[config.mk]
export PLATFORM = sky130hd
export DESIGN_NAME = switch_frame_admission_control
export DESIGN_NICKNAME = d
export VERILOG_FILES = /design/src/hw/frame_admission_pkg.sv /design/src/hw/switch_frame_admission_control.sv /design/src/hw/storm_meter.sv
export VERILOG_INCLUDE_DIRS = /design/src /design/src/hw
export SDC_FILE = /design/constraint.sdc
export NUM_CORES = 1
export LEC_CHECK = 0
export BUFFER_PORTS_ARGS = -buffer_cell sky130_fd_sc_hd__buf_2
export CAP_MARGIN = 20
export CORE_AREA = 2 2 134 136
export CTS_BUF_LIST = sky130_fd_sc_hd__clkbuf_16
export CTS_CLUSTER_SIZE = 20
export DETAILED_ROUTE_END_ITERATION = 16
export DIE_AREA = 0 0 136 138
export MAX_ROUTING_LAYER = met4
export PLACE_DENSITY_LB_ADDON = 0.05
export SLEW_MARGIN = 10
export SYNTH_ARGS = -nofsm -noshare
export SYNTH_HDL_FRONTEND = slang
export SYNTH_SLANG_ARGS = --single-unit
[constraint.sdc]
create_clock -name ref_clk_i -period 5.41 [get_ports ref_clk_i]
set_clock_uncertainty 0.15 [all_clocks]
set_input_delay 0.2705 -clock ref_clk_i [delete_from_list [all_inputs] [get_ports ref_clk_i]]
set_output_delay 0.2705 -clock ref_clk_i [all_outputs]
set_load 0.02 [all_outputs]
[src/hw/frame_admission_consts.svh]
`ifndef FRAME_ADMISSION_CONSTS_SVH
`define FRAME_ADMISSION_CONSTS_SVH

// register indices; byte address is four times the index
`define REG_IDX_ADMISSION      12'h331
`define REG_IDX_STORM_HIGH     12'h332
`define REG_IDX_STORM_LOW      12'h333

// reset values
`define RST_ADMISSION          8'hF0
`define RST_STORM_HIGH         8'h00
`define RST_STORM_LOW          8'h4A

// admission control bit positions
`define BIT_MCAST_EXCL         6
`define BIT_BP_CARRIER         5
`define BIT_FAIR_MODE          4
`define BIT_NO_COLL_DROP       3
`define BIT_JUMBO_EN           2
`define BIT_MAX_CHECK_OFF      1
`define BIT_PASS_SHORT         0
// vid and storm high bit positions
`define BIT_NULL_VID_REPL      3
`define STORM_HIGH_MSB         2

// frame size limits in bytes, collision limit and storm unit shift
`define LEN_RUNT_MIN           14'h0020
`define LEN_STD_MIN            14'h0040
`define LEN_UNTAGGED_MAX       14'h05EE
`define LEN_TAGGED_MAX         14'h05F2
`define LEN_NOCHECK_MAX        14'h07D0
`define LEN_JUMBO_CAP          14'h2328
`define COLL_LIMIT             5'h10
`define STORM_UNIT_SHIFT       6

// timing
`define REF_CLK_MHZ            25
`define STORM_TICK_US          5000
`define PERIOD_1000_MS         5
`define PERIOD_100_MS          50
`define PERIOD_10_MS           500

`endif

[src/hw/frame_admission_pkg.sv]
package frame_admission_pkg;

    typedef enum logic [1:0] {
        SPEED_10   = 2'h0,
        SPEED_100  = 2'h1,
        SPEED_1000 = 2'h2
    } link_speed_t;

    // one-hot bus handshake states
    typedef enum logic [1:0] {
        BUS_IDLE = 2'h1,
        BUS_ACK  = 2'h2
    } bus_state_t;

endpackage

[src/hw/switch_frame_admission_control.sv]
// Notes on behaviour
// [RULE_01] With the multicast exclusion bit set multicast is not metered, clear it is.
// [RULE_02] Back pressure uses carrier sense when its mode bit is one, else collisions.
// [RULE_03] In fair mode a non-flow-controlled port sharing a busy egress may be dropped.
// [RULE_04] Without fair mode only the flow-controlled port is paused, nothing dropped.
// [RULE_05] Sixteen or more collisions drop the frame unless dropping is disabled.
// [RULE_06] Software disabling collision drop should also enable alternate back-off.
// [RULE_07] Jumbo mode accepts up to the programmed limit capped at 9000 and wins.
// [RULE_08] With the size check off and no jumbo, frames up to 2000 bytes pass.
// [RULE_09] With the size check on, tagged over 1522 and untagged over 1518 drop.
// [RULE_10] Pass-short lets frames from 32 to 64 bytes through.
// [RULE_11] Without pass-short any frame under 64 bytes is dropped.
// [RULE_12] Null VID replacement puts the port default VID in place of a zero VID.
// [RULE_13] The storm rate is eleven bits, high three and low eight from two registers.
// [RULE_14] The per-period byte budget is the storm rate times 64.
// [RULE_15] The period is 5 ms at 1000, 50 ms at 100 and 500 ms at 10 Mbps.
// [RULE_16] Alternate back-off only ever acts on half-duplex ports.
// [RULE_17] Metered frames past the budget drop, and the count restarts each period.
`timescale 1ns/10ps
`include "frame_admission_consts.svh"
module switch_frame_admission_control
    import frame_admission_pkg::*;
#(
    parameter int unsigned TICK_CYCLES = `STORM_TICK_US * `REF_CLK_MHZ
) (
    input  wire logic        ref_clk_i,
    input  wire logic        reset_n_i,
    // avalon-mm slave, byte addresses
    input  wire logic [13:0] avs_address_i,
    input  wire logic        avs_read_i,
    input  wire logic        avs_write_i,
    input  wire logic [3:0]  avs_byteenable_i,
    input  wire logic [31:0] avs_writedata_i,
    output logic [31:0]      avs_readdata_o,
    output logic             avs_waitrequest_o,
    // received frame descriptor
    input  wire logic        frame_valid_i,
    input  wire logic [13:0] frame_len_i,
    input  wire logic        frame_tagged_i,
    input  wire logic        frame_bcast_i,
    input  wire logic        frame_mcast_i,
    input  wire logic [11:0] frame_vid_i,
    input  wire logic [11:0] port_default_vid_i,
    input  wire logic [13:0] jumbo_limit_i,
    input  wire link_speed_t link_speed_i,
    output logic             verdict_valid_o,
    output logic             accept_o,
    output logic             drop_size_o,
    output logic             drop_storm_o,
    output logic [11:0]      vid_o,
    // transmit collision handling
    input  wire logic        tx_attempt_i,
    input  wire logic [4:0]  tx_collision_count_i,
    output logic             tx_discard_o,
    output logic             tx_retry_o,
    // back pressure and flow control
    input  wire logic        half_duplex_i,
    input  wire logic        bp_request_i,
    input  wire logic        alt_backoff_req_i,
    input  wire logic        egress_contend_i,
    input  wire logic        ingress_is_fc_i,
    output logic             bp_carrier_o,
    output logic             bp_collision_o,
    output logic             backoff_alt_o,
    output logic             fc_pause_o,
    output logic             nonfc_drop_o
);

    bus_state_t  bus_state_r;
    logic [7:0]  admission_r;
    logic [7:0]  storm_high_r;
    logic [7:0]  storm_low_r;
    logic [10:0] storm_rate;
    logic        bus_req;
    logic        bus_done;
    logic [13:0] max_len;
    logic        size_ok;
    logic        metered;
    logic        over_budget;

    // word-aligned hit test shared by the read and write paths
    function automatic logic reg_hit(input logic [13:0] addr,
                                     input logic [11:0] idx);
        return addr == {idx, 2'h0};
    endfunction

    assign bus_req  = avs_read_i || avs_write_i;
    assign bus_done = (bus_state_r == BUS_ACK);
    // one wait state lets read data come from a flip-flop
    assign avs_waitrequest_o = bus_req && !bus_done;

    // handshake: idle takes the request, ack completes it
    always_ff @(posedge ref_clk_i or negedge reset_n_i) begin
        if (!reset_n_i) begin
            bus_state_r <= BUS_IDLE;
        end else begin
            case (bus_state_r)
                BUS_IDLE: begin
                    if (bus_req) begin
                        bus_state_r <= BUS_ACK;
                    end
                end
                BUS_ACK:  bus_state_r <= BUS_IDLE;
                default:  bus_state_r <= BUS_IDLE;
            endcase
        end
    end

    // read data captured in the wait cycle; unmapped words read zero
    always_ff @(posedge ref_clk_i or negedge reset_n_i) begin
        if (!reset_n_i) begin
            avs_readdata_o <= 32'h00000000;
        end else if (avs_read_i && !bus_done) begin
            if (reg_hit(avs_address_i, `REG_IDX_ADMISSION)) begin
                avs_readdata_o <= {24'h000000, admission_r};
            end else if (reg_hit(avs_address_i, `REG_IDX_STORM_HIGH)) begin
                avs_readdata_o <= {24'h000000, storm_high_r};
            end else if (reg_hit(avs_address_i, `REG_IDX_STORM_LOW)) begin
                avs_readdata_o <= {24'h000000, storm_low_r};
            end else begin
                avs_readdata_o <= 32'h00000000;
            end
        end
    end

    // writes land on the completing edge, low byte lane only
    always_ff @(posedge ref_clk_i or negedge reset_n_i) begin
        if (!reset_n_i) begin
            admission_r  <= `RST_ADMISSION;
            storm_high_r <= `RST_STORM_HIGH;
            storm_low_r  <= `RST_STORM_LOW;
        end else if (avs_write_i && bus_done && avs_byteenable_i[0]) begin
            if (reg_hit(avs_address_i, `REG_IDX_ADMISSION)) begin
                admission_r <= avs_writedata_i[7:0];
            end else if (reg_hit(avs_address_i, `REG_IDX_STORM_HIGH)) begin
                storm_high_r <= avs_writedata_i[7:0];
            end else if (reg_hit(avs_address_i, `REG_IDX_STORM_LOW)) begin
                storm_low_r <= avs_writedata_i[7:0];
            end
        end
    end

    assign storm_rate = {storm_high_r[`STORM_HIGH_MSB:0], storm_low_r}; // [RULE_13]

    // upper size limit; jumbo takes precedence over the check-off bit
    always_comb begin
        if (admission_r[`BIT_JUMBO_EN]) begin
            max_len = (jumbo_limit_i > `LEN_JUMBO_CAP) ?
                      `LEN_JUMBO_CAP : jumbo_limit_i; // [RULE_07]
        end else if (admission_r[`BIT_MAX_CHECK_OFF]) begin
            max_len = `LEN_NOCHECK_MAX; // [RULE_08]
        end else if (frame_tagged_i) begin
            max_len = `LEN_TAGGED_MAX; // [RULE_09]
        end else begin
            max_len = `LEN_UNTAGGED_MAX; // [RULE_09]
        end
    end

    // runts under 32 bytes never pass, even with pass-short
    assign size_ok = (frame_len_i <= max_len) &&
        (admission_r[`BIT_PASS_SHORT] ? (frame_len_i >= `LEN_RUNT_MIN) // [RULE_10]
                                      : (frame_len_i >= `LEN_STD_MIN)); // [RULE_11]

    // only frames that survive the size check consume storm budget
    assign metered = frame_valid_i && size_ok && (frame_bcast_i ||
        (frame_mcast_i && !admission_r[`BIT_MCAST_EXCL])); // [RULE_01]

    storm_meter #(
        .TICK_CYCLES (TICK_CYCLES)
    ) u_storm_meter (
        .ref_clk_i     (ref_clk_i),
        .reset_n_i     (reset_n_i),
        .meter_req_i   (metered),
        .meter_len_i   (frame_len_i),
        .storm_rate_i  (storm_rate),
        .link_speed_i  (link_speed_i),
        .over_budget_o (over_budget),
        .period_end_o  ()
    );

    // verdict one cycle after the descriptor
    always_ff @(posedge ref_clk_i or negedge reset_n_i) begin
        if (!reset_n_i) begin
            verdict_valid_o <= 1'b0;
            accept_o        <= 1'b0;
            drop_size_o     <= 1'b0;
            drop_storm_o    <= 1'b0;
        end else begin
            verdict_valid_o <= frame_valid_i;
            accept_o        <= frame_valid_i && size_ok &&
                               !(metered && over_budget);
            drop_size_o     <= frame_valid_i && !size_ok;
            drop_storm_o    <= metered && over_budget; // [RULE_17]
        end
    end

    // vid out, zero vid replaced when enabled
    always_ff @(posedge ref_clk_i or negedge reset_n_i) begin
        if (!reset_n_i) begin
            vid_o <= 12'h000;
        end else if (frame_valid_i) begin
            if (storm_high_r[`BIT_NULL_VID_REPL] && frame_vid_i == 12'h000) begin
                vid_o <= port_default_vid_i; // [RULE_12]
            end else begin
                vid_o <= frame_vid_i; // [RULE_12]
            end
        end
    end

    // excessive collision verdict per transmit attempt
    always_ff @(posedge ref_clk_i or negedge reset_n_i) begin
        if (!reset_n_i) begin
            tx_discard_o <= 1'b0;
            tx_retry_o   <= 1'b0;
        end else begin
            tx_discard_o <= tx_attempt_i && !admission_r[`BIT_NO_COLL_DROP] &&
                            (tx_collision_count_i >= `COLL_LIMIT); // [RULE_05]
            tx_retry_o   <= tx_attempt_i && (admission_r[`BIT_NO_COLL_DROP] ||
                            (tx_collision_count_i < `COLL_LIMIT)); // [RULE_05]
        end
    end

    // back pressure style and fair mode contention handling
    always_ff @(posedge ref_clk_i or negedge reset_n_i) begin
        if (!reset_n_i) begin
            bp_carrier_o   <= 1'b0;
            bp_collision_o <= 1'b0;
            backoff_alt_o  <= 1'b0;
            fc_pause_o     <= 1'b0;
            nonfc_drop_o   <= 1'b0;
        end else begin
            bp_carrier_o   <= bp_request_i && half_duplex_i &&
                              admission_r[`BIT_BP_CARRIER]; // [RULE_02]
            bp_collision_o <= bp_request_i && half_duplex_i &&
                              !admission_r[`BIT_BP_CARRIER]; // [RULE_02]
            // full-duplex ports never see the alternate back-off
            backoff_alt_o  <= alt_backoff_req_i && half_duplex_i; // [RULE_16]
            fc_pause_o     <= egress_contend_i && ingress_is_fc_i; // [RULE_04]
            nonfc_drop_o   <= egress_contend_i && !ingress_is_fc_i &&
                              admission_r[`BIT_FAIR_MODE]; // [RULE_03]
        end
    end

    property p_mcast_excl;
        @(posedge ref_clk_i) disable iff (!reset_n_i)
        frame_valid_i && frame_mcast_i && !frame_bcast_i &&
            admission_r[`BIT_MCAST_EXCL] |=> !drop_storm_o;
    endproperty
    a_mcast_excl: assert property (p_mcast_excl) // [RULE_01]
        else $error("excluded multicast was storm dropped");

    property p_bp_style;
        @(posedge ref_clk_i) disable iff (!reset_n_i)
        bp_request_i && half_duplex_i |=>
            (bp_carrier_o == $past(admission_r[`BIT_BP_CARRIER])) &&
            (bp_collision_o != bp_carrier_o);
    endproperty
    a_bp_style: assert property (p_bp_style) // [RULE_02]
        else $error("back pressure style mismatch");

    property p_fair_drop;
        @(posedge ref_clk_i) disable iff (!reset_n_i)
        egress_contend_i && !ingress_is_fc_i && admission_r[`BIT_FAIR_MODE]
            |=> nonfc_drop_o && !fc_pause_o;
    endproperty
    a_fair_drop: assert property (p_fair_drop) // [RULE_03]
        else $error("fair mode did not drop non-flow-controlled traffic");

    property p_unfair;
        @(posedge ref_clk_i) disable iff (!reset_n_i)
        egress_contend_i && !admission_r[`BIT_FAIR_MODE]
            |=> !nonfc_drop_o && (fc_pause_o == $past(ingress_is_fc_i));
    endproperty
    a_unfair: assert property (p_unfair) // [RULE_04]
        else $error("non-fair mode dropped or paused wrongly");

    property p_coll_drop;
        @(posedge ref_clk_i) disable iff (!reset_n_i)
        tx_attempt_i && tx_collision_count_i >= `COLL_LIMIT
            |=> tx_discard_o != $past(admission_r[`BIT_NO_COLL_DROP]);
    endproperty
    a_coll_drop: assert property (p_coll_drop) // [RULE_05]
        else $error("excessive collision verdict wrong");

    property p_jumbo;
        @(posedge ref_clk_i) disable iff (!reset_n_i)
        frame_valid_i && admission_r[`BIT_JUMBO_EN] &&
            frame_len_i > `LEN_JUMBO_CAP |=> drop_size_o;
    endproperty
    a_jumbo: assert property (p_jumbo) // [RULE_07]
        else $error("jumbo frame over cap accepted");

    property p_nocheck;
        @(posedge ref_clk_i) disable iff (!reset_n_i)
        frame_valid_i && !admission_r[`BIT_JUMBO_EN] &&
            admission_r[`BIT_MAX_CHECK_OFF] && frame_len_i >= `LEN_STD_MIN
            |=> drop_size_o == ($past(frame_len_i) > `LEN_NOCHECK_MAX);
    endproperty
    a_nocheck: assert property (p_nocheck) // [RULE_08]
        else $error("2000 byte limit misapplied");

    property p_std_max;
        @(posedge ref_clk_i) disable iff (!reset_n_i)
        frame_valid_i && admission_r[2:1] == 2'h0 && frame_tagged_i &&
            frame_len_i > `LEN_TAGGED_MAX |=> drop_size_o && !accept_o;
    endproperty
    a_std_max: assert property (p_std_max) // [RULE_09]
        else $error("oversize tagged frame accepted");

    property p_short;
        @(posedge ref_clk_i) disable iff (!reset_n_i)
        frame_valid_i && frame_len_i < `LEN_STD_MIN &&
            !admission_r[`BIT_PASS_SHORT] |=> drop_size_o;
    endproperty
    a_short: assert property (p_short) // [RULE_11]
        else $error("short frame accepted without pass-short");

    property p_null_vid;
        @(posedge ref_clk_i) disable iff (!reset_n_i)
        frame_valid_i && frame_vid_i == 12'h000 &&
            storm_high_r[`BIT_NULL_VID_REPL]
            |=> vid_o == $past(port_default_vid_i);
    endproperty
    a_null_vid: assert property (p_null_vid) // [RULE_12]
        else $error("null vid not replaced");

    property p_bus_wait;
        @(posedge ref_clk_i) disable iff (!reset_n_i)
        bus_req && avs_waitrequest_o |=> !avs_waitrequest_o;
    endproperty
    a_bus_wait: assert property (p_bus_wait)
        else $error("bus request stalled more than one cycle");

endmodule

[src/hw/storm_meter.sv]
`timescale 1ns/10ps
`include "frame_admission_consts.svh"
module storm_meter
    import frame_admission_pkg::*;
#(
    parameter int unsigned TICK_CYCLES = `STORM_TICK_US * `REF_CLK_MHZ
) (
    input  wire logic        ref_clk_i,
    input  wire logic        reset_n_i,
    input  wire logic        meter_req_i,
    input  wire logic [13:0] meter_len_i,
    input  wire logic [10:0] storm_rate_i,
    input  wire link_speed_t link_speed_i,
    output logic             over_budget_o,
    output logic             period_end_o
);

    localparam logic [6:0] TICKS_1000 =
        7'((`PERIOD_1000_MS * 1000) / `STORM_TICK_US);
    localparam logic [6:0] TICKS_100 =
        7'((`PERIOD_100_MS * 1000) / `STORM_TICK_US);
    localparam logic [6:0] TICKS_10 =
        7'((`PERIOD_10_MS * 1000) / `STORM_TICK_US);
    localparam logic [23:0] TICK_LAST = 24'(TICK_CYCLES - 1);

    logic [23:0] div_r;
    logic        tick;
    logic [6:0]  tick_num_r;
    logic [6:0]  tick_limit;
    logic [16:0] budget;
    logic [16:0] accum_r;
    logic [17:0] sum;

    // divider gives a one-cycle enable every 5 ms
    always_ff @(posedge ref_clk_i or negedge reset_n_i) begin
        if (!reset_n_i) begin
            div_r <= 24'h000000;
        end else if (tick) begin
            div_r <= 24'h000000;
        end else begin
            div_r <= div_r + 24'h000001;
        end
    end
    assign tick = (div_r == TICK_LAST);

    // period length follows the port speed
    always_comb begin
        case (link_speed_i)
            SPEED_1000: tick_limit = TICKS_1000; // [RULE_15]
            SPEED_100:  tick_limit = TICKS_100;  // [RULE_15]
            default:    tick_limit = TICKS_10;   // [RULE_15]
        endcase
    end

    // a speed change mid-period simply ends it at the new length or later
    always_ff @(posedge ref_clk_i or negedge reset_n_i) begin
        if (!reset_n_i) begin
            tick_num_r <= 7'h00;
        end else if (period_end_o) begin
            tick_num_r <= 7'h00;
        end else if (tick) begin
            tick_num_r <= tick_num_r + 7'h01;
        end
    end
    assign period_end_o = tick && (tick_num_r + 7'h01 >= tick_limit);

    assign budget = {storm_rate_i, 6'h00}; // [RULE_14]
    assign sum = {1'b0, accum_r} + {4'h0, meter_len_i};
    assign over_budget_o = (sum > {1'b0, budget}); // [RULE_17]

    // a frame at the boundary is charged to the fresh period
    always_ff @(posedge ref_clk_i or negedge reset_n_i) begin
        if (!reset_n_i) begin
            accum_r <= 17'h00000;
        end else if (period_end_o) begin
            if (meter_req_i && ({3'h0, meter_len_i} <= budget)) begin
                accum_r <= {3'h0, meter_len_i}; // [RULE_17]
            end else begin
                accum_r <= 17'h00000; // [RULE_17]
            end
        end else if (meter_req_i && !over_budget_o) begin
            accum_r <= sum[16:0]; // [RULE_14]
        end
    end

    property p_no_charge_when_over;
        @(posedge ref_clk_i) disable iff (!reset_n_i)
        meter_req_i && over_budget_o && !period_end_o
            |=> accum_r == $past(accum_r);
    endproperty
    a_no_charge_when_over: assert property (p_no_charge_when_over) // [RULE_17]
        else $error("over-budget frame was charged");

    property p_period_restart;
        @(posedge ref_clk_i) disable iff (!reset_n_i)
        period_end_o && !meter_req_i |=> accum_r == 17'h00000;
    endproperty
    a_period_restart: assert property (p_period_restart) // [RULE_17]
        else $error("byte count not restarted at period end");

    property p_period_len;
        @(posedge ref_clk_i) disable iff (!reset_n_i)
        period_end_o |-> (tick_num_r + 7'h01 == tick_limit) && tick;
    endproperty
    a_period_len: assert property (p_period_len) // [RULE_15]
        else $error("period ended at wrong tick count");

endmodule

==> summary.md, run 1 <==
| Metric | Value |
|---|---|
| Worst Path Max Fanout | `24` |
| Asr flop ratio synth | `100%` |
| CTS sink count | `105` |
| # hold bufs at CTS | `13` |
| Startpoint types | `flip-flop` |
| Die W | `136 µm` |
| Design Area, Final | `0.00800 mm²` |
| DRC viols | `0` |
| Crit path cell chain | `ha_1 > a21oi_2 > o211ai_2 > or2_1 > o2111ai_1 > xnor2_1 > ha_1 > and4_1 > nand3_1 > nor4_1 > o2111ai_1 > o21a_1 > or4_1 > a21oi_1` |
| Total die area | `0.0188 mm²` |
| Multi-input gate area | `0.00386 mm²` |
| Netlist Area Pre-Place | `0.00684 mm²` |
| Avg Cell Area, Syn | `9.36 µm²` |
| Critical path arrival | `4.80 ns` |
| Postcts setup bufs | `0` |
| Crit path time final | `4.68 ns` |
| Die H | `138 µm` |
| Placed Instance Area | `0.00757 mm²` |
| Worst slew margin | `36.1%` |
| IO Count | `179` |
| CTS resizes | `0` |
| Port Buffers | `123` |
| Grt total ovfl | `0` |
| Seq. cell area | `0.00264 mm²` |
| Initial core utilization | `39.0%` |
| Number of global-route vias before repair | `5691` |
| Antenna-violating nets left | `0` |
| Routed vias | `5863` |
| Ant. Diodes | `0` |
| Nets | `1037` |
| Lkg Pwr | `3.76 nW` |
| Least-Margin Pin Slew | `0.956 ns` |
| Status | `finished clean` |
| Final Power | `2.71 mW` |
| Vias per cell | `5.38` |
| Setup TNS | `0 ns` |
| Commonest non-fill, non-tap cell in the layout | `buf_2` |
| Largest net degree at the start of global routing | `71` |
| Most used DFF post-synth | `dfrtp_1` |
| Area grow syn2layout | `17.0%` |
| Crit path capture type | `flip-flop` |
| 1st-iter DRT viols | `292` |
| Synth cell types | `77` |
| First-pass GRT wire length | `29.5 mm` |
| Wire per inst | `16.8 µm` |
| Tcrit/Tclk final | `86.5%` |
| Number of fill cells | `1748` |
| Max-Cap Viols | `0` |
| GRT Resource Usage Total | `20.5%` |
| Cell count after synthesis | `731` |
| Crit Path Category | `flip-flop to flip-flop` |
| Final Hold Fails | `0` |
| Site row count | `49` |
| H-tree depth | `3` |
| RSZ-0062 raised after global routing | `no` |
| Max Fclk | `0.214 GHz` |
| Root Driver | `clkbuf_16` |
| Clock Latency Late Sink | `0.36 ns` |
| Fraction of layout instances using a drive strength above 1 | `21.3%` |
| YS warnings | `0` |
| Commonest non-fill, non-tap cells in the layout | `122 x buf_2, 97 x dfrtp_1, 57 x ha_1, 56 x nor2_1, 54 x a21oi_1` |
| Sequential-to-total area share from yosys stat | `38.6%` |
| CP required | `5.54 ns` |
| Post-synth EDFFs | `0` |
| Worst hold path class | `primary input to flip-flop` |
| Worst path max stage delay | `0.60 ns` |
| Final setup violating endpoints | `0` |
| Total Wirelength | `18.3 mm` |
| Slew Limit Fails | `0` |
| Antenna violations before repair | `0` |
| Critical Path Slowest Stage Cell | `or4_1` |
| Peak supply drop | `0.159 mV` |
| CTS tree | `yes` |
| Max Root-Sink Buffers | `2` |
| Core area | `0.0175 mm²` |
| Hpwl dp | `13.7 mm` |
| Cts bufs inserted | `9` |
| Clock transition at the registers of the reported paths | `0.07 ns` |
| Seq cells post-synth | `105` |
| Gpl congestion | `0.900` |
| DR pass1 iterations | `4` |
| Power density cells | `338 mW/mm²` |
state kept, by name (all words and copies together), names as in the netlist, 2 cells and up:
signal / count
u_storm_meter.div_r: 24
u_storm_meter.accum_r: 17
vid_o: 12
admission_r: 8
avs_readdata_o: 8
storm_high_r: 8
storm_low_r: 8
u_storm_meter.tick_num_r: 7
bus_state_r: 2
critical path, delay by kind of cell, from the launching register on:
family,cells,cell delay [ns]
xor gates and xnor gates,1,0.12
AOI/OAI and AO/OA,6,1.71
and+or+nand+nor,5,1.51
adders and majority gates,2,0.71
DFF,1,0.40
report_power, final:
part	total (mW)	leakage (nW)	internal (mW)	switching (mW)
registers	0.952	1.27	0.883	0.0681
clock network	0.672	0.150	0.363	0.309
logic	1.08	2.34	0.438	0.645
synth_stat cells (4+ instances only):
library cell  count  area, µm²
nor2_1           56        210
xnor2_1          24        210
o211ai_1         17        128
dfrtp_1          97       2430
mux2_2           11        124
o31ai_1           4       30.0
a21oi_1          54        270
a21o_1           10       75.1
nand3_1          37        185
o21a_1            5       37.5
clkbuf_1         12       45.0
a211oi_1          4       30.0
nor4_1           10       62.6
buf_2            10       50.1
buf_4            24        180
nand2_1          53        199
nor2b_1           7       43.8
nand4_1          34        213
inv_1            30        113
a21boi_0          6       45.0
and3_1           13       81.3
a221oi_1          8       70.1
xor2_1           16        140
o21ai_0          23        115
and2_1            6       37.5
o2bb2ai_1         4       35.0
dfstp_2           8        210
nand2b_1          5       31.3
nor3_1            9       45.0
or4_1             7       52.6
ha_1             57        713
cells by family after synthesis:
kind of cell / after synthesis / share of synthesized area (%)
AND/OR/NAND/NOR: 264 / 20.5
flip-flops: 105 / 38.6
XOR/XNOR: 40 / 5.12
multiplexers: 14 / 2.25
AO/OA/AOI/OAI: 167 / 16.6
adder cells (fa/ha/maj): 58 / 10.7
buffers and inverters: 82 / 6.22
other: 1 / 0.0548
worst paths after layout:
kind / start / to / cells past startpoint / slack, ns
setup reg to reg: u_storm_meter.accum_r[4] / u_storm_meter.accum_r[15] / 14 / 0.73
setup / recovery: u_storm_meter.accum_r[4] / u_storm_meter.accum_r[15] / 14 / 0.73
hold / removal: avs_writedata_i[7] / storm_low_r[7] / 3 / 0.01
hold reg to reg: u_storm_meter.div_r[23] / u_storm_meter.div_r[23] / 1 / 0.33
max in group asynchronous: reset_n_i / u_storm_meter.div_r[3] / 3 / 3.58
min in group asynchronous: reset_n_i / bp_carrier_o / 2 / 0.27
per-stage QoR:
step	hold slack (ns)	setup slack, ns	instances	util (%)
5_1_grt	0.00556	0.441	1090	45.6
3_5_place_dp	0.112	0.715	1061	43.2
4_1_cts	0.000782	0.768	1090	45.6
6_report	0.0103	0.732	1090	45.6
2_1_floorplan	-0.175	1.66	754	-
3_3_place_gp	0.109	0.785	1061	43.2
per-layer routing:
metal | routed length (µm) | global-route usage, %
met5 | 0 | -
met4 | 426 | 6.69
met3 | 901 | 4.03
met2 | 8850 | 32.4
met1 | 8130 | 26.3
final cells by class:
type                    count  area share (%)
clock buffers               9            2.82
clock inverters             7           0.970
inverters                  31            1.45
multi-input cells         567            48.3
flip-flops and latches    105            33.0
well taps                 229            3.58
repair buffers            142            9.92
(Power assumes the default switching activity.)
==> inputs of run 2 (changes only) <==
--- a/config.mk
+++ b/config.mk
@@ -6,13 +6,15 @@
 export SDC_FILE = /design/constraint.sdc
 export NUM_CORES = 1
 export LEC_CHECK = 0
+export ABC_AREA = 1
+export ABC_CLOCK_PERIOD_IN_PS = 5410
 export BUFFER_PORTS_ARGS = -buffer_cell sky130_fd_sc_hd__buf_2
 export CAP_MARGIN = 20
-export CORE_AREA = 2 2 134 136
+export CORE_AREA = 2 2 139 141
 export CTS_BUF_LIST = sky130_fd_sc_hd__clkbuf_16
 export CTS_CLUSTER_SIZE = 20
 export DETAILED_ROUTE_END_ITERATION = 16
-export DIE_AREA = 0 0 136 138
+export DIE_AREA = 0 0 141 143
 export MAX_ROUTING_LAYER = met4
 export PLACE_DENSITY_LB_ADDON = 0.05
 export SLEW_MARGIN = 10
==> summary.md, run 2 <==
| Metric | Value |
|---|---|
| Worst hold path class | `primary input to flip-flop` |
| Critical path arrival | `4.05 ns (-0.75 ns)` |
| DR pass1 iterations | `5 (+1)` |
| Design Area, Final | `0.00851 mm² (+6.3%)` |
| IO Count | `179 (unchanged)` |
| Postcts setup bufs | `0 (unchanged)` |
| Max-Cap Viols | `0 (unchanged)` |
| DRT met1 WL | `9.73 mm (+20%)` |
| Core area | `0.0186 mm² (+6.0%)` |
| Initial core utilization | `39.4% (+0.38 points)` |
| FF-to-FF Start | `u_storm_meter.accum_r[0]` |
| Clock Latency Late Sink | `0.36 ns (about the same)` |
| RSZ-0062 raised after global routing | `no` |
| Wire per inst | `14.5 µm (-14%)` |
| Commonest non-fill, non-tap cells in the layout | `233 x nand2_1, 137 x inv_1, 122 x buf_2, 97 x dfrtp_1` |
| Power density cells | `322 mW/mm² (-4.7%)` |
| Peak supply drop | `0.169 mV (+6.3%)` |
| Critical path origin | `u_storm_meter.accum_r[0]` |
| Cell count after synthesis | `981 (+34%)` |
| Max reg flops | `24 (unchanged)` |
| CP top delay family | `simple AND/OR/NAND/NOR gates` |
| Tcrit/Tclk final | `72.0% (-14 points)` |
| Clock transition at the registers of the reported paths | `0.08 ns (about the same)` |
| Most used DFF post-synth | `dfrtp_1` |
| Crit path cell chain | `ha_1 > fa_1 > nand3_1 > nand2_1 > nand3_1 > nand3_1 > a21oi_1 > xor2_1 > inv_1 > ha_1 > nand2_1 > nor3_1 > nand4_1 > nor2_1 > nand3_1 > nand2_2 > nand4_4 > nand2_4 > nand2_1 > nand2_1` |
| Nets | `1297 (+25%)` |
| Post-synth top cells | `233 x nand2_1, 136 x inv_1, 97 x dfrtp_1` |
| Grt total ovfl | `0 (unchanged)` |
| CTS tree | `yes` |
| Hpwl dp | `15.1 mm (+10%)` |
| Avg Cell Area, Syn | `7.46 µm² (-20%)` |
| Area grow syn2layout | `16.2%` |
| Met3 wire length | `726 µm (-19%)` |
| Ant. Diodes | `0 (unchanged)` |
| Die W | `141 µm (+3.7%)` |
| Highest metal used | `met4` |
| Placed Instance Area | `0.00806 mm² (+6.5%)` |
| Final setup violating endpoints | `0 (unchanged)` |
| CP required | `5.56 ns (+0.02 ns)` |
| CP Buf/Inv Count | `1 (+1)` |
| Worst slew margin | `43.2% (+7.1 points)` |
| Worst Path Max Fanout | `18 (-25%)` |
| Status | `finished clean` |
| Total Wirelength | `19.6 mm (+7.3%)` |
| Die H | `143 µm (+3.6%)` |
| Site row count | `50 (+2.0%)` |
| Crit Path Category | `flip-flop to flip-flop` |
| Fraction of layout instances using a drive strength above 1 | `15.8% (-5.5 points)` |
| Cts bufs inserted | `9 (unchanged)` |
| Largest net degree at the start of global routing | `65 (-8.5%)` |
| Least-Margin Pin Slew | `0.853 ns (-0.104 ns)` |
| Synth cell types | `47 (-39%)` |
| Total die area | `0.0202 mm² (+7.4%)` |
| DRC viols | `0 (unchanged)` |
| CTS resizes | `0 (unchanged)` |
| Number of global-route vias before repair | `6324 (+11%)` |
| Root Driver | `clkbuf_16` |
| Met2 wire length | `8.91 mm (+0.64%)` |
| Slew Limit Fails | `0 (unchanged)` |
| Largest regs | `u_storm_meter.div_r: 24 flops, u_storm_meter.accum_r: 17 flops, vid_o: 12 flops` |
| Seq cells post-synth | `105 (unchanged)` |
| Startpoint types | `flip-flop` |
| Yosys top cell area share | `33.2% (-2.3 points)` |
| Crit path time final | `3.89 ns (-0.783 ns)` |
| Antenna-violating nets left | `0 (unchanged)` |
| Final Hold Fails | `0 (unchanged)` |
| Setup TNS | `0 ns (unchanged)` |
| Post-synth EDFFs | `0 (unchanged)` |
| Sequential-to-total area share from yosys stat | `36.0% (-2.5 points)` |
| Worst path max stage delay | `0.46 ns (-0.14 ns)` |
| Area leader, netlist | `dfrtp_1` |
| Gpl congestion | `0.925 (+2.8%)` |
| CTS sink count | `105 (unchanged)` |
| Max Root-Sink Buffers | `2 (unchanged)` |
| Netlist Area Pre-Place | `0.00732 mm² (+7.0%)` |
| Lkg Pwr | `4.39 nW (+17%)` |
| Most flops, register | `u_storm_meter.div_r` |
| 1st-iter DRT viols | `394 (+35%)` |
| Vias per cell | `4.94 (-8.1%)` |
| Max Fclk | `0.257 GHz (+20%)` |
| Most numerous cell in the Yosys netlist | `nand2_1` |
| Asr flop ratio synth | `100% (unchanged)` |
| Crit path capture type | `flip-flop` |
| Antenna violations before repair | `0 (unchanged)` |
| Hold Startpoint | `port_default_vid_i[3]` |
| H-tree depth | `3 (unchanged)` |
| First-pass GRT wire length | `31.9 mm (+8.2%)` |
| Synth top area cells | `dfrtp_1 33%, nand2_1 12%, ha_1 9.7%, inv_1 7.0%, nand3_1 5.7%` |
| Critical Path Slowest Stage Cell | `fa_1` |
| YS warnings | `0 (unchanged)` |
| Commonest non-fill, non-tap cell in the layout | `nand2_1` |
| GRT Resource Usage Total | `20.7% (+0.20 points)` |
| Port Buffers | `123 (unchanged)` |
| Routed vias | `6696 (+14%)` |
-- run 2: changes by cell type in the layout (fill, tap and decap cells not counted), moves of 11 or more --
cell      delta
xnor2_1     -18
nor2_1      +27
nand2_1    +180
inv_1      +107
o21ai_0     +22
mux2_2      -11
and3_1      -12
o211ai_1    -17
nand3_1     +46
-- run 2: through the flow --
step	setup slack, ns	hold WS, ns	utilization [%]	power [mW]	cells
final	1.52	0.0157	45.8	2.74	1355
after global routing	1.14	0.0256	45.8	2.98	1355
after CTS	1.47	0.00106	45.8	2.77	1355
after detailed placement	1.46	0.293	43.4	2.07	1324
after global placement	1.47	0.293	43.4	2.07	1324
after floorplan	2.19	-0.175	-	1.78	1004
-- run 2: worst paths after layout --
kind / end / slack (ns) / cells past startpoint
min in group asynchronous: avs_readdata_o[7] / 0.42 / 2
setup / recovery: u_storm_meter.accum_r[10] / 1.52 / 20
max in group asynchronous: storm_low_r[3] / 3.64 / 3
setup reg to reg: u_storm_meter.accum_r[10] / 1.52 / 20
hold reg to reg: storm_low_r[7] / 0.34 / 2
hold / removal: vid_o[3] / 0.02 / 3
-- run 2: repair_timing --
| action | CTS | global route |
|---|---|---|
| hold buffers | 15 | 0 |
| hold endpoints to repair | 70 | 0 |
| endpoints found under the setup margin | 0 | 0 |
-- run 2: per-layer routing --
layer	GRT usage, %	vias up
met3	2.58	20
li1	-	3454
met4	6.26	0
met1	28.0	3066
met2	32.7	156
met5	-	-
-- run 2: cells by family after synthesis --
kind of cell / Yosys count / synth area share (%)
other cells: 1 / 0.0512
flops: 105 / 36.0
fa+ha+maj: 58 / 10.0
compound gates: 129 / 9.59
xor+xnor: 28 / 3.45
buf+inv: 176 / 10.7
simple gates: 484 / 30.2
-- run 2: worst min-delay path: stages --
cell     delay, ns
buf_2         0.10
nand2_1       0.05
a31oi_1       0.07
-- run 2: power breakdown --
part | internal (mW) | switching (mW) | leakage, nW
Sequential | 0.875 | 0.0523 | 1.31
Clock | 0.361 | 0.320 | 0.150
Combinational | 0.428 | 0.708 | 2.93
-- run 2: cell type report --
| cell class | count | area (µm²) |
|---|---|---|
| Multi-Input combinational cell | 723 | 3990 |
| Fill cell | 1951 | 10100 |
| Clock inverter | 7 | 71.3 |
| Tap cell | 234 | 293 |
| Sequential cell | 105 | 2640 |
| Clock buffer | 9 | 225 |
| Inverter | 138 | 518 |
| Timing Repair Buffer | 139 | 776 |
